**config.mk**
```make
export PLATFORM = sky130hd
export DESIGN_NAME = tcrb_top
export DESIGN_NICKNAME = d
export VERILOG_FILES = /design/src/logic/tcrb_pkg.sv /design/src/logic/tcrb_edge_if.sv /design/src/logic/tcrb_edge_sync.sv /design/src/logic/tcrb_top.sv
export SDC_FILE = /design/constraint.sdc
export NUM_CORES = 1
export LEC_CHECK = 0
export BUFFER_PORTS_ARGS = -buffer_cell sky130_fd_sc_hd__buf_2
export CORE_MARGIN = 2
export CORE_UTILIZATION = 52
export DETAILED_ROUTE_END_ITERATION = 10
export GPL_TIMING_DRIVEN = 1
export PLACE_DENSITY = 0.78
export SLEW_MARGIN = 20
export SYNTH_ARGS = -nofsm -noshare
export SYNTH_HDL_FRONTEND = slang
export SYNTH_HIERARCHICAL = 1
export SYNTH_SLANG_ARGS = --single-unit
```
**constraint.sdc**
```tcl
create_clock -name aclk -period 1.95 [get_ports aclk]
set_input_delay 0.0975 -clock aclk [delete_from_list [all_inputs] [get_ports aclk]]
set_output_delay 0.0975 -clock aclk [all_outputs]
set_load 0.05 [all_outputs]
```
**src/logic/tcrb_pkg.sv**
```systemverilog
package tcrb_pkg;

  // register offsets on the bus (byte addresses)
  localparam logic [4:0] OFS_CTRL   = 5'h00;
  localparam logic [4:0] OFS_MODE   = 5'h04;
  localparam logic [4:0] OFS_RLD_LO = 5'h08;
  localparam logic [4:0] OFS_RLD_HI = 5'h0c;
  localparam logic [4:0] OFS_CNT_LO = 5'h10;
  localparam logic [4:0] OFS_CNT_HI = 5'h14;
  localparam logic [4:0] OFS_IEN    = 5'h18;

  // control_reg field positions
  localparam int CB_OVF  = 7;
  localparam int CB_EXF  = 6;
  localparam int CB_RXB  = 5;
  localparam int CB_TXB  = 4;
  localparam int CB_EXEN = 3;
  localparam int CB_RUN  = 2;
  localparam int CB_SRC  = 1;
  localparam int CB_CAP  = 0;

  // mode_reg and irq_enable_reg field positions
  localparam int MB_PRE  = 7;
  localparam int MB_COE  = 1;
  localparam int MB_UPDN = 0;
  localparam int IB_GIE  = 7;
  localparam int IB_TIE  = 5;

  // values after reset
  localparam logic [7:0]  CTRL_RST = 8'h00;
  localparam logic [7:0]  MODE_RST = 8'h00;
  localparam logic [7:0]  IEN_RST  = 8'h00;
  localparam logic [15:0] CNT_RST  = 16'h0000;
  localparam logic [15:0] RLD_RST  = 16'h0000;

  // counts
  localparam logic [15:0] CNT_MAX  = 16'hffff;
  localparam logic [3:0]  PRE_DIV  = 4'hc;
  localparam logic [5:0]  BDIV_TMR = 6'h20;
  localparam logic [5:0]  BDIV_PIN = 6'h10;

  // bus answers
  localparam logic [1:0] RESP_OKAY   = 2'b00;
  localparam logic [1:0] RESP_SLVERR = 2'b10;

  // operating mode: stopped, or running in capture, reload or baud
  typedef enum logic [1:0] {
    MD_STOP,
    MD_CAPTURE,
    MD_RELOAD,
    MD_BAUD
  } tcrb_mode_e;

endpackage : tcrb_pkg

```
**src/logic/tcrb_edge_if.sv**
```systemverilog
`timescale 1ns/100ps
interface tcrb_edge_if;
  logic trig_lvl;   // synchronised trigger pin level
  logic trig_fall;  // one-cycle pulse, trigger pin fell
  logic cnt_fall;   // one-cycle pulse, count pin fell
  modport src (output trig_lvl, output trig_fall, output cnt_fall);
  modport dst (input trig_lvl, input trig_fall, input cnt_fall);
endinterface : tcrb_edge_if

```
**src/logic/tcrb_edge_sync.sv**
```systemverilog
`timescale 1ns/100ps
module tcrb_edge_sync
  import tcrb_pkg::*;
(
  // clock and reset
  input  wire logic aclk,
  input  wire logic aresetn,
  // raw pins
  input  wire logic ext_trigger_pin,
  input  wire logic count_clock_pin,
  // conditioned events
  tcrb_edge_if.src  eo
);

  logic [1:0] s1_r, s2_r, s3_r;  // stage 1, 2 and edge history
  logic [1:0] s1_nxt, s2_nxt, s3_nxt;

  // shift; stage 1 feeds only stage 2
  always_comb begin
    s1_nxt = {count_clock_pin, ext_trigger_pin};
    s2_nxt = s1_r;
    s3_nxt = s2_r;
  end

  // reset to high so the pulled-up idle pins give no false edge
  always_ff @(posedge aclk) begin
    if (!aresetn) begin
      s1_r <= 2'b11;
      s2_r <= 2'b11;
      s3_r <= 2'b11;
    end else begin
      s1_r <= s1_nxt;
      s2_r <= s2_nxt;
      s3_r <= s3_nxt;
    end
  end

  // each fall seen once: old sample high, new sample low
  assign eo.trig_lvl  = s2_r[0];
  assign eo.trig_fall = s3_r[0] & ~s2_r[0];
  assign eo.cnt_fall  = s3_r[1] & ~s2_r[1];

endmodule : tcrb_edge_sync

```
**src/logic/tcrb_top.sv**
```systemverilog
`timescale 1ns/100ps
// Notes on behaviour
// - sixteen-bit count advances only while running
// - source: system clock or count pin edges
// - capture, reload, baud chosen by select bits
// - clock output with internal source, optional baud
// - stopped counter, trigger edge detection still live
// - capture: overflow flag, edge copies count
// - up/down enable resets to zero
// - reload: overflow sets flag, loads reload
// - enabled trigger edge also reloads, sets flag
// - up/down: trigger level sets direction, up
// - down: match reload underflows, loads all ones
// - up/down: event flag toggles, no interrupt
// - receive and transmit baud chosen independently
// - baud: overflow reloads, no interrupt
// - baud: trigger edge sets flag unless clock output on, no reload
// - baud tick divides overflows by 32 or 16
// - clock output: half-rate count, toggle on overflow
// - clock output: overflow raises no flag
// - both flags share one gated interrupt
// - flags set by hardware, cleared by software
// - prescale selects system clock or divide-by-12
// - overflow flag set only with baud off
module tcrb_top
  import tcrb_pkg::*;
(
  // clock and reset
  input  wire logic        aclk,
  input  wire logic        aresetn,
  // axi4-lite write address and data
  input  wire logic        s_axi_awvalid,
  output wire logic        s_axi_awready,
  input  wire logic [4:0]  s_axi_awaddr,
  input  wire logic        s_axi_wvalid,
  output wire logic        s_axi_wready,
  input  wire logic [31:0] s_axi_wdata,
  input  wire logic [3:0]  s_axi_wstrb,
  // axi4-lite write response
  output wire logic        s_axi_bvalid,
  input  wire logic        s_axi_bready,
  output wire logic [1:0]  s_axi_bresp,
  // axi4-lite read
  input  wire logic        s_axi_arvalid,
  output wire logic        s_axi_arready,
  input  wire logic [4:0]  s_axi_araddr,
  output wire logic        s_axi_rvalid,
  input  wire logic        s_axi_rready,
  output wire logic [31:0] s_axi_rdata,
  output wire logic [1:0]  s_axi_rresp,
  // pins
  input  wire logic        ext_trigger_pin,
  input  wire logic        count_clock_pin,
  output wire logic        clock_out_pin,
  output wire logic        clock_out_oe,
  // serial port baud side
  output wire logic        rx_from_t2,
  output wire logic        tx_from_t2,
  output wire logic        rx_baud_tick,
  output wire logic        tx_baud_tick,
  // shared timer interrupt request
  output wire logic        irq
);

  // byte-wide merge of a bus write into a register
  function automatic logic [7:0] wr_byte(input logic [7:0] old,
                                         input logic        hit,
                                         input logic [31:0] wd,
                                         input logic [3:0]  ws);
    wr_byte = (hit && ws[0]) ? wd[7:0] : old;
  endfunction : wr_byte

  tcrb_edge_if ed ();  // conditioned pin events

  tcrb_edge_sync u_sync (
    .aclk            (aclk),
    .aresetn         (aresetn),
    .ext_trigger_pin (ext_trigger_pin),
    .count_clock_pin (count_clock_pin),
    .eo              (ed.src)
  );

  // ---------------- bus slave ----------------
  logic        aw_hold_r, aw_hold_nxt;   // address captured
  logic        w_hold_r,  w_hold_nxt;    // data captured
  logic [4:0]  awaddr_r,  awaddr_nxt;
  logic [31:0] wdata_r,   wdata_nxt;
  logic [3:0]  wstrb_r,   wstrb_nxt;
  logic        bvalid_r,  bvalid_nxt;
  logic [1:0]  bresp_r,   bresp_nxt;
  logic        rvalid_r,  rvalid_nxt;
  logic [31:0] rdata_r,   rdata_nxt;
  logic [1:0]  rresp_r,   rresp_nxt;
  logic        do_wr;                    // write applied this cycle
  logic        wr_map;                   // write address decodes

  // registers seen by software
  logic [7:0]  ctrl_r, ctrl_nxt;          // control_reg, flags apart
  logic [7:0]  mode_r, mode_nxt;          // mode_reg
  logic [7:0]  ien_r,  ien_nxt;           // irq_enable_reg
  logic [15:0] cnt_r,  cnt_nxt;           // cnt_hi:cnt_lo
  logic [15:0] rld_r,  rld_nxt;           // reload_hi:reload_lo
  logic        ovf_r,  ovf_nxt;           // overflow_flag
  logic        exf_r,  exf_nxt;           // ext_event_flag

  assign s_axi_awready = ~aw_hold_r & ~bvalid_r;
  assign s_axi_wready  = ~w_hold_r & ~bvalid_r;
  assign s_axi_arready = ~rvalid_r;
  assign do_wr  = aw_hold_r & w_hold_r & ~bvalid_r;
  assign wr_map = (awaddr_r[1:0] == 2'b00) && (awaddr_r <= OFS_IEN);

  // register view; unmapped slots and reserved mode_reg bits read zero, irq_enable_reg reads back all bits written
  function automatic logic [7:0] rd_byte(input logic [4:0] a);
    unique case (a)
      OFS_CTRL:   rd_byte = {ovf_r, exf_r, ctrl_r[5:0]};
      OFS_MODE:   rd_byte = mode_r;
      OFS_RLD_LO: rd_byte = rld_r[7:0];
      OFS_RLD_HI: rd_byte = rld_r[15:8];
      OFS_CNT_LO: rd_byte = cnt_r[7:0];
      OFS_CNT_HI: rd_byte = cnt_r[15:8];
      OFS_IEN:    rd_byte = ien_r;
      default:    rd_byte = 8'h00;
    endcase
  endfunction : rd_byte

  // handshake: address and data in any order, answer after both
  always_comb begin
    aw_hold_nxt = aw_hold_r;
    w_hold_nxt  = w_hold_r;
    awaddr_nxt  = awaddr_r;
    wdata_nxt   = wdata_r;
    wstrb_nxt   = wstrb_r;
    bvalid_nxt  = bvalid_r;
    bresp_nxt   = bresp_r;
    rvalid_nxt  = rvalid_r;
    rdata_nxt   = rdata_r;
    rresp_nxt   = rresp_r;
    if (s_axi_awvalid && s_axi_awready) begin
      aw_hold_nxt = 1'b1;
      awaddr_nxt  = s_axi_awaddr;
    end
    if (s_axi_wvalid && s_axi_wready) begin
      w_hold_nxt = 1'b1;
      wdata_nxt  = s_axi_wdata;
      wstrb_nxt  = s_axi_wstrb;
    end
    if (do_wr) begin
      aw_hold_nxt = 1'b0;
      w_hold_nxt  = 1'b0;
      bvalid_nxt  = 1'b1;
      bresp_nxt   = wr_map ? RESP_OKAY : RESP_SLVERR;
    end else if (bvalid_r && s_axi_bready) begin
      bvalid_nxt = 1'b0;
    end
    if (s_axi_arvalid && s_axi_arready) begin
      rvalid_nxt = 1'b1;
      rdata_nxt  = {24'h000000, rd_byte(s_axi_araddr)};
      rresp_nxt  = ((s_axi_araddr[1:0] == 2'b00) &&
                    (s_axi_araddr <= OFS_IEN)) ? RESP_OKAY : RESP_SLVERR;
    end else if (rvalid_r && s_axi_rready) begin
      rvalid_nxt = 1'b0;
    end
  end

  always_ff @(posedge aclk) begin
    if (!aresetn) begin
      aw_hold_r <= 1'b0;
      w_hold_r  <= 1'b0;
      awaddr_r  <= 5'h00;
      wdata_r   <= 32'h00000000;
      wstrb_r   <= 4'h0;
      bvalid_r  <= 1'b0;
      bresp_r   <= RESP_OKAY;
      rvalid_r  <= 1'b0;
      rdata_r   <= 32'h00000000;
      rresp_r   <= RESP_OKAY;
    end else begin
      aw_hold_r <= aw_hold_nxt;
      w_hold_r  <= w_hold_nxt;
      awaddr_r  <= awaddr_nxt;
      wdata_r   <= wdata_nxt;
      wstrb_r   <= wstrb_nxt;
      bvalid_r  <= bvalid_nxt;
      bresp_r   <= bresp_nxt;
      rvalid_r  <= rvalid_nxt;
      rdata_r   <= rdata_nxt;
      rresp_r   <= rresp_nxt;
    end
  end

  assign s_axi_bvalid = bvalid_r;
  assign s_axi_bresp  = bresp_r;
  assign s_axi_rvalid = rvalid_r;
  assign s_axi_rdata  = rdata_r;
  assign s_axi_rresp  = rresp_r;

  // ---------------- mode decode ----------------
  logic       run, src, baud, clkout, cap_sel, rl_sel, ud;
  logic       pre_hit, step, fall, ovf_ev, und_ev;
  logic       wr_ctrl, wr_cnt_lo, wr_cnt_hi;
  logic       half_r, half_nxt;          // halves rate for clock out
  logic [3:0] pre_r, pre_nxt;            // divide-by-12 prescaler
  tcrb_mode_e md;

  assign run     = ctrl_r[CB_RUN];
  assign src     = ctrl_r[CB_SRC];
  assign baud    = ctrl_r[CB_RXB] | ctrl_r[CB_TXB];
  assign clkout  = mode_r[MB_COE] & ~src;
  assign cap_sel = ctrl_r[CB_CAP] & ~baud & ~clkout;
  assign rl_sel  = ~ctrl_r[CB_CAP] & ~baud & ~clkout;
  assign ud      = rl_sel & mode_r[MB_UPDN];
  assign md      = !run ? MD_STOP : baud ? MD_BAUD :
                   cap_sel ? MD_CAPTURE : MD_RELOAD;
  assign pre_hit = (pre_r == PRE_DIV - 4'h1);

  // count tick: pin falls, half rate for clock out, else every clock or prescaled
  always_comb begin
    if (src)                 step = ed.cnt_fall;
    else if (clkout)         step = half_r;
    else if (mode_r[MB_PRE]) step = pre_hit;
    else                     step = 1'b1;
    // stopped mode masks the tick of every source, pin and prescaler alike
    step = step & (md != MD_STOP);
  end

  // enabled trigger edge; ignored in up/down, live when stopped
  assign fall = ed.trig_fall & ctrl_r[CB_EXEN] & ~ud;

  assign wr_ctrl   = do_wr && awaddr_r == OFS_CTRL && wstrb_r[0];
  assign wr_cnt_lo = do_wr && awaddr_r == OFS_CNT_LO && wstrb_r[0];
  assign wr_cnt_hi = do_wr && awaddr_r == OFS_CNT_HI && wstrb_r[0];

  // ---------------- counter, reload and flags ----------------
  always_comb begin
    cnt_nxt  = cnt_r;
    rld_nxt  = rld_r;
    ovf_ev   = 1'b0;
    und_ev   = 1'b0;
    pre_nxt  = pre_hit ? 4'h0 : pre_r + 4'h1;
    half_nxt = clkout & run & ~half_r;
    if (step) begin
      if (ud && !ed.trig_lvl) begin
        if (cnt_r == rld_r) begin
          cnt_nxt = CNT_MAX;
          und_ev  = 1'b1;
        end else begin
          cnt_nxt = cnt_r - 16'h0001;
        end
      end else if (cnt_r == CNT_MAX) begin
        ovf_ev  = 1'b1;
        // capture wraps; every other mode reloads
        cnt_nxt = cap_sel ? 16'h0000 : rld_r;
      end else begin
        cnt_nxt = cnt_r + 16'h0001;
      end
    end
    // edge actions: capture copies, plain reload reloads
    if (fall && cap_sel) rld_nxt = cnt_r;
    if (fall && rl_sel)  cnt_nxt = rld_r;
    // software writes take the word in the cycle they land
    if (wr_cnt_lo) cnt_nxt[7:0]  = wdata_r[7:0];
    if (wr_cnt_hi) cnt_nxt[15:8] = wdata_r[7:0];
    rld_nxt[7:0]  = wr_byte(rld_nxt[7:0],
                            do_wr && awaddr_r == OFS_RLD_LO,
                            wdata_r, wstrb_r);
    rld_nxt[15:8] = wr_byte(rld_nxt[15:8],
                            do_wr && awaddr_r == OFS_RLD_HI,
                            wdata_r, wstrb_r);
    ctrl_nxt = wr_byte(ctrl_r, wr_ctrl, wdata_r, wstrb_r);
    mode_nxt = wr_byte(mode_r, do_wr && awaddr_r == OFS_MODE,
                       wdata_r, wstrb_r) & 8'h83;
    ien_nxt  = wr_byte(ien_r, do_wr && awaddr_r == OFS_IEN,
                       wdata_r, wstrb_r);
    // flags: software writes either value, hardware set wins
    ovf_nxt = wr_ctrl ? wdata_r[CB_OVF] : ovf_r;
    exf_nxt = wr_ctrl ? wdata_r[CB_EXF] : exf_r;
    if ((ovf_ev || und_ev) && !baud && !clkout)
      ovf_nxt = 1'b1;
    if (fall && !clkout)
      exf_nxt = 1'b1;
    if (ud && (ovf_ev || und_ev))
      exf_nxt = ~exf_r;
  end

  // up/down enable and all control clear at reset
  always_ff @(posedge aclk) begin
    if (!aresetn) begin
      ctrl_r <= CTRL_RST;
      mode_r <= MODE_RST;
      ien_r  <= IEN_RST;
      cnt_r  <= CNT_RST;
      rld_r  <= RLD_RST;
      ovf_r  <= 1'b0;
      exf_r  <= 1'b0;
      pre_r  <= 4'h0;
      half_r <= 1'b0;
    end else begin
      ctrl_r <= ctrl_nxt;
      mode_r <= mode_nxt;
      ien_r  <= ien_nxt;
      cnt_r  <= cnt_nxt;
      rld_r  <= rld_nxt;
      ovf_r  <= ovf_nxt;
      exf_r  <= exf_nxt;
      pre_r  <= pre_nxt;
      half_r <= half_nxt;
    end
  end

  // ---------------- baud ticks and clock output ----------------
  logic [5:0] bdiv_r, bdiv_nxt;          // overflows since last tick
  logic       btick_r, btick_nxt;        // registered baud pulse
  logic       cko_r, cko_nxt;            // clock output level
  logic [5:0] bdiv_lim;

  // internal clock runs at half rate in clock out, so 16 there too
  assign bdiv_lim = (src | clkout) ? BDIV_PIN : BDIV_TMR;

  always_comb begin
    bdiv_nxt  = bdiv_r;
    btick_nxt = 1'b0;
    cko_nxt   = clkout ? cko_r : 1'b0;
    if (ovf_ev && baud) begin
      if (bdiv_r >= bdiv_lim - 6'h01) begin
        bdiv_nxt  = 6'h00;
        btick_nxt = 1'b1;
      end else begin
        bdiv_nxt = bdiv_r + 6'h01;
      end
    end
    if (ovf_ev && clkout) cko_nxt = ~cko_r;
  end

  always_ff @(posedge aclk) begin
    if (!aresetn) begin
      bdiv_r  <= 6'h00;
      btick_r <= 1'b0;
      cko_r   <= 1'b0;
    end else begin
      bdiv_r  <= bdiv_nxt;
      btick_r <= btick_nxt;
      cko_r   <= cko_nxt;
    end
  end

  assign rx_from_t2    = ctrl_r[CB_RXB];
  assign tx_from_t2    = ctrl_r[CB_TXB];
  assign rx_baud_tick  = btick_r & ctrl_r[CB_RXB];
  assign tx_baud_tick  = btick_r & ctrl_r[CB_TXB];
  assign clock_out_pin = cko_r;
  assign clock_out_oe  = clkout;
  // event flag is the 17th count bit in up/down, so masked there
  assign irq = ien_r[IB_GIE] & ien_r[IB_TIE] &
               (ovf_r | (exf_r & ~ud));
endmodule : tcrb_top

```
==> results of run 1 <==
-- power groups by stage --
| stage | clock, W | sequential [W] | combinational, W |
|---|---|---|---|
| floorplan | 0 | 0.00214 | 0.000342 |
| global placement | 0 | 0.00214 | 0.000414 |
| detailed placement | 0 | 0.00214 | 0.000428 |
| CTS | 0.00207 | 0.00210 | 0.000441 |
| global route | 0.00215 | 0.00210 | 0.000481 |
| finish | 0.00207 | 0.00210 | 0.000451 |
-- kinds of logic after synthesis --
kind of cell | Yosys count
compound gates | 157
xor+xnor | 41
fa+ha+maj | 5
buf+inv | 90
flops | 98
mux | 42
other cells | 1
simple gates | 311
-- cell usage in the layout (no fill, tap or decap), drive strengths merged, types with 4 or more instances in the layout --
cell type / netlist / layout
a211oi: 6 / 6
a21boi: 14 / 14
a21oi: 32 / 32
a222oi: 12 / 12
a22oi: 14 / 14
a31oi: 4 / 4
and2: 24 / 24
and3: 10 / 10
and4: 4 / 4
buf: 50 / 192
clkbuf: 31 / 9
conb: 1 / 26
dfxtp: 98 / 98
dlygate4sd3: 0 / 5
ha: 5 / 5
inv: 9 / 11
mux2i: 39 / 39
nand2: 80 / 80
nand2b: 8 / 8
nand3: 25 / 26
nand4: 15 / 15
nor2: 42 / 42
nor2b: 38 / 38
nor3: 21 / 21
nor3b: 7 / 7
nor4: 11 / 11
o211ai: 5 / 5
o21ai: 37 / 37
o31ai: 7 / 7
or2: 4 / 4
or3: 5 / 5
or4: 5 / 5
xnor2: 30 / 30
xor2: 11 / 11
-- repair_timing --
| action | CTS | global route |
|---|---|---|
| pin swaps | 21 | 37 |
| buffers inserted | 5 | 7 |
| gates resized for setup | 44 | 78 |
| hold buffers | 5 | 0 |
| setup endpoints to repair | 26 | 27 |
| cloned | 1 | 2 |
| hold endpoints to repair | 5 | 0 |
-- metrics by stage --
| step | utilization [%] | power, W |
|---|---|---|
| after floorplan | - | 0.00248 |
| after global placement | 63.7 | 0.00255 |
| after detailed placement | 63.7 | 0.00257 |
| after CTS | 69.0 | 0.00460 |
| after global routing | 72.1 | 0.00473 |
| final | 72.1 | 0.00461 |
-- worst max-delay path, cell delays in order, from the launching register on --
cell,delay [ns]
dfxtp_2,0.36
ha_4,0.14
nand3b_1,0.23
a2111o_2,0.64
nand2_4,0.15
buf_8,0.16
buf_6,0.12
and3_4,0.18
a21oi_2,0.05
-- final cells by class --
type,count,area share [%]
Sequential cell,98,24.2
Tap cell,143,2.17
Clock buffer,9,2.73
Clock inverter,6,1.37
Inverter,9,0.471
Timing Repair Buffer,197,18.2
Multi-Input combinational cell,584,50.9
-- metal layers --
metal / wire length (um) / track usage (%) / up-vias
met5: 0 / 0 / -
met4: 1100 / 14.5 / 0
met3: 1770 / 3.78 / 97
met2: 10400 / 55.3 / 400
met1: 8770 / 43.0 / 3075
li1: - / - / 2942
-- sequential cells by signal, indices dropped and copies added (netlist names), 2 cells and up --
signal       cells
ctrl_r           6
s_axi_rdata      8
mode_r           3
cnt_r           16
pre_r            4
bdiv_r           6
u_sync/s1_r      2
wdata_r          8
ien_r            8
u_sync/s3_r      2
u_sync/s2_r      2
awaddr_r         5
rld_r           16
-- final timing paths --
| path | from | end | slack (ns) | cells past startpoint |
|---|---|---|---|---|
| hold reg to reg | u_sync/s1_r[0] | u_sync/s2_r[0] | 0.42 | 1 |
| setup reg to reg | pre_r[1] | cnt_r[11] | -0.20 | 8 |
| hold / removal | s_axi_wdata[2] | wdata_r[2] | -0.0006 | 3 |
| setup / recovery | pre_r[1] | cnt_r[11] | -0.20 | 8 |
==> run summary, run 1 <==
largest family of logic cells by synthesized area: simple AND/OR/NAND/NOR gates
post-synthesis simple-gate area fraction: 28.4%
Layout Area Growth over Synthesis: 35.1%
Post-Synth Adder-Cell Area: 1.03%
CP Max Fanout: 6
Clock Power Share: 44.8%
outcome: finished with violations
Vias: 6514
post-route cell area: 8240 um2
gp weighted congestion: 1.01
die height: 112 um
Starting DRT DRC Count: 765
fin. max-slew vios: 0
# placed instances: 1011
cell internal pwr: 0.00344 W
YS warnings: 6
Post-Place Setup Slack: -0.234 ns
post-synthesis mux area share: 6.96%
Core Rows: 39
Die X: 112 um
Synth top area share: 32.2%
compound-cell area share of the yosys netlist: 17.7%
Tcrit/Tclk final: 110%
H-tree levels: 3
initial antenna violation count: 0
Worst setup EP type: register
failing checks: hold timing, setup timing
largest net degree at the start of global routing: 72
combinational share of power: 9.8%
Fill cells: 835
sw frac: 25.5%
worst hold slack: -0.000553 ns
FF+latch count, synth: 98
Max Fclk: 465 MHz
Clock Tree Buf Depth: 2
sw power: 0.00118 W
Yosys top cell by area: dfxtp_1
Netlist cell types: 69
maximum VDD drop: 497 uV
ys async rst share: 0%
Reg clk slew, reported paths: 0.07 ns
Post-synth EDFFs: 0
Main synth FF type: dfxtp_1
Nets: 959
area of the mapped netlist: 6100 um2
Starting Density: 53.4%
Final Hold Viols: 1
number of port buffers: 49
fin crit period: 2.15 ns
largest cells by area after synthesis: dfxtp_1, mux2i_1, nand2_1
DR DRC count: 0
setup violators final: 23
Pleak: 3.49 nW
final setup margin: -0.203 ns
core area: 11400 um2
vias per cell: 6.23
grt ovf: 0
HPWL after DPL: 15200 um
ANT cells: 0
post-place instance area: 7280 um2
commonest cells in the netlist: dfxtp_1, nand2_1, nor2_1, mux2i_1, nor2b_1
Slew @ Worst Pin: 0.605 ns
WL/cell: 21.1 um
crit path DAT: 2.39 ns
XOR/XNOR Fraction of Synth Area: 5.89%
most frequent cell after synthesis: dfxtp_1
Crit Path Class: register to register
die area: 12600 um2
Routed Antenna Nets: 0
slew margin rel.: 59.7%
sequential-to-total area share from yosys stat: 32.2%
vias in the first global route: 6278
first-pass detailed-route iteration total: 8
total wire length: 22100 um
total negative slack: -2.84 ns
multi-input logic area: 4190 um2
first-pass GRT wire length: 33200 um
Global Route Usage Sum: 33.0%
layout cell share with drive strength beyond 1: 34.9%
clk root buf: clkbuf_16
TritonCTS clock tree: done
non-filler cells in the finished layout: 1046
Mean Syn Cell Area: 8.19 um2
RSZ-0062 raised after global routing: yes
Setup crit start kind: register
TritonCTS Buffers: 9
Cells after Synth: 745
Register Area: 2000 um2
Worst-Skew Late Latency: 0.35 ns
Pwr per Cell Area: 560 nW/um2
maxcap violations: 0
clk_skew: 0.00793 ns
critical path required time: 2.19 ns
sequential share of power: 45.4%
Sinks on Clock Net: 98
Hold Path Class: input pin to register
Ports: 103
Note: power is estimated with default switching activity, not from simulation.
==> run 2, diff against run 1 <==
--- a/config.mk
+++ b/config.mk
@@ -6,11 +6,13 @@
 export NUM_CORES = 1
 export LEC_CHECK = 0
 export BUFFER_PORTS_ARGS = -buffer_cell sky130_fd_sc_hd__buf_2
+export CELL_PAD_IN_SITES_DETAIL_PLACEMENT = 0
+export CELL_PAD_IN_SITES_GLOBAL_PLACEMENT = 2
 export CORE_MARGIN = 2
-export CORE_UTILIZATION = 52
+export CORE_UTILIZATION = 30
 export DETAILED_ROUTE_END_ITERATION = 10
 export GPL_TIMING_DRIVEN = 1
-export PLACE_DENSITY = 0.78
+export PLACE_DENSITY_LB_ADDON = 0.1
 export SLEW_MARGIN = 20
 export SYNTH_ARGS = -nofsm -noshare
 export SYNTH_HDL_FRONTEND = slang
==> run 2 against run 1 <==
The flow finishes with violations (setup timing). Die area rose by 70%. Worst setup slack improved by 0.11 ns. Via count fell by 6.5%. Flip-flop and latch count did not move. Routed wire length rose by 4.3%. Register-to-register slack improved by 0.11 ns. Total power rose by 2.3%. Largest power group is now clock. Highest routed layer unchanged.
==> run summary, run 2 (synthesis gave the netlist of run 1 again) <==
outcome: finished with violations
failing checks: setup timing
Slew @ Worst Pin: 0.509 ns
sw frac: 25.7%
Worst setup EP type: register
initial antenna violation count: 0
non-filler cells in the finished layout: 1200
Post-Place Setup Slack: -0.244 ns
grt ovf: 0
Clock Tree Buf Depth: 2
first-pass detailed-route iteration total: 6
vias per cell: 5.08
fin crit period: 2.05 ns
Power Total: 0.00472 W
clk root buf: clkbuf_16
HPWL after DPL: 17500 um
RSZ-0062 raised after global routing: yes
fin. max-slew vios: 0
CP Max Fanout: 4
Nets: 985
# placed instances: 1160
Largest regs: cnt_r (16), rld_r (16)
vias in the first global route: 5849
Layout Area Growth over Synthesis: 43.4%
crit path DAT: 2.27 ns
combinational share of power: 10.2%
number of port buffers: 49
Starting DRT DRC Count: 406
Ports: 103
largest net degree at the start of global routing: 52
setup violators final: 12
clk_skew: 0.00985 ns
met3 usage: 3.19%
first-pass GRT wire length: 34500 um
Pwr per Cell Area: 539 nW/um2
most frequent cells in the layout: buf_4, dfxtp_1, nand2_1
GRT Max-Usage Layer: met2
GR Layer Usage met1: 29.1%
Routed Antenna Nets: 0
TritonCTS Buffers: 9
critical path required time: 2.18 ns
final setup margin: -0.0953 ns
sw power: 0.00121 W
post-route cell area: 8750 um2
die height: 147 um
post-place instance area: 7650 um2
sequential share of power: 44.3%
core area: 20100 um2
Tcrit/Tclk final: 105%
Hold Crit Start: s_axi_wdata[2]
cell internal pwr: 0.00350 W
Sinks on Clock Net: 98
Hold Path Class: input pin to register
gp weighted congestion: 0.892
Vias: 6093
met2 Use GR: 33.5%
slew margin rel.: 66.0%
Die X: 147 um
Worst-Skew Late Latency: 0.35 ns
Max Fclk: 489 MHz
WL/cell: 19.2 um
Final Hold Viols: 0
H-tree levels: 3
Core Rows: 52
Starting Density: 30.3%
Setup crit start kind: register
commonest non-fill, non-tap cell in the layout: buf_4
Crit Path Class: register to register
ANT cells: 0
layout cell share with drive strength beyond 1: 36.3%
maxcap violations: 0
die area: 21500 um2
Global Route Usage Sum: 20.9%
worst reg2reg startpoint: cnt_r[7]
TritonCTS clock tree: done
Reg clk slew, reported paths: 0.07 ns
total wire length: 23000 um
DR DRC count: 0
maximum VDD drop: 444 uV
Pleak: 3.64 nW
Critical Path Start: cnt_r[7]
Clock Power Share: 45.5%
[run 2: critical path: stages, from the launching register on]
cell and delay (ns):
dfxtp_2 0.35, or4_4 0.56, or3_4 0.40, nor4_4 0.17
xor2_1 0.11, o311ai_1 0.25, a21oi_1 0.10
[run 2: path summary, 6_finish.rpt]
path	to	slack, ns	depth (start not counted)
worst min-delay path	wdata_r[2]	0.004	3
worst min register to register	u_sync/s2_r[1]	0.42	1
worst max-delay path	cnt_r[15]	-0.1	6
worst max register to register	cnt_r[15]	-0.1	6
[run 2: area by class of cell]
type | instances | area, um2
Clock buffer | 11 | 243
Clock inverter | 5 | 110
Fill cell | 1995 | 11400
Inverter | 9 | 33.8
Multi-Input combinational cell | 583 | 4220
Sequential cell | 98 | 2010
Tap cell | 270 | 338
Timing Repair Buffer | 224 | 1790
[run 2: per-stage QoR]
stage	utilization (%)	hold WS (ns)	setup TNS, ns
2_1_floorplan	-	0.171	-0.160
3_3_place_gp	38.1	0.282	-2.11
3_5_place_dp	38.1	0.290	-2.48
4_1_cts	41.4	0.00118	-1.11
5_1_grt	43.5	0.00352	-2.23
6_report	43.5	0.00361	-0.554
[run 2: layer usage]
metal	vias up	share of wire [%]	routed length, um
met5	-	0	0
met4	0	2.1	484
met3	27	4.5	1040
met2	171	46	10700
met1	2924	47	10800
li1	2971	-	-
[run 2: timing repair]
action / 4_1_cts / 5_1_grt
setup endpoints to repair: 25 / 26
hold endpoints to repair: 9 / 0
gates resized for setup: 55 / 71
cloned: 0 / 1
hold buffers: 10 / 0
setup buffers: 4 / 12
pin swaps: 18 / 23
[run 2: power groups by stage]
stage | clock network (W) | registers (W) | logic [W]
after floorplan | 0 | 0.00214 | 0.000342
after global placement | 0 | 0.00214 | 0.000444
after detailed placement | 0 | 0.00214 | 0.000451
after CTS | 0.00219 | 0.00209 | 0.000476
after global routing | 0.00227 | 0.00209 | 0.000522
final | 0.00214 | 0.00209 | 0.000483
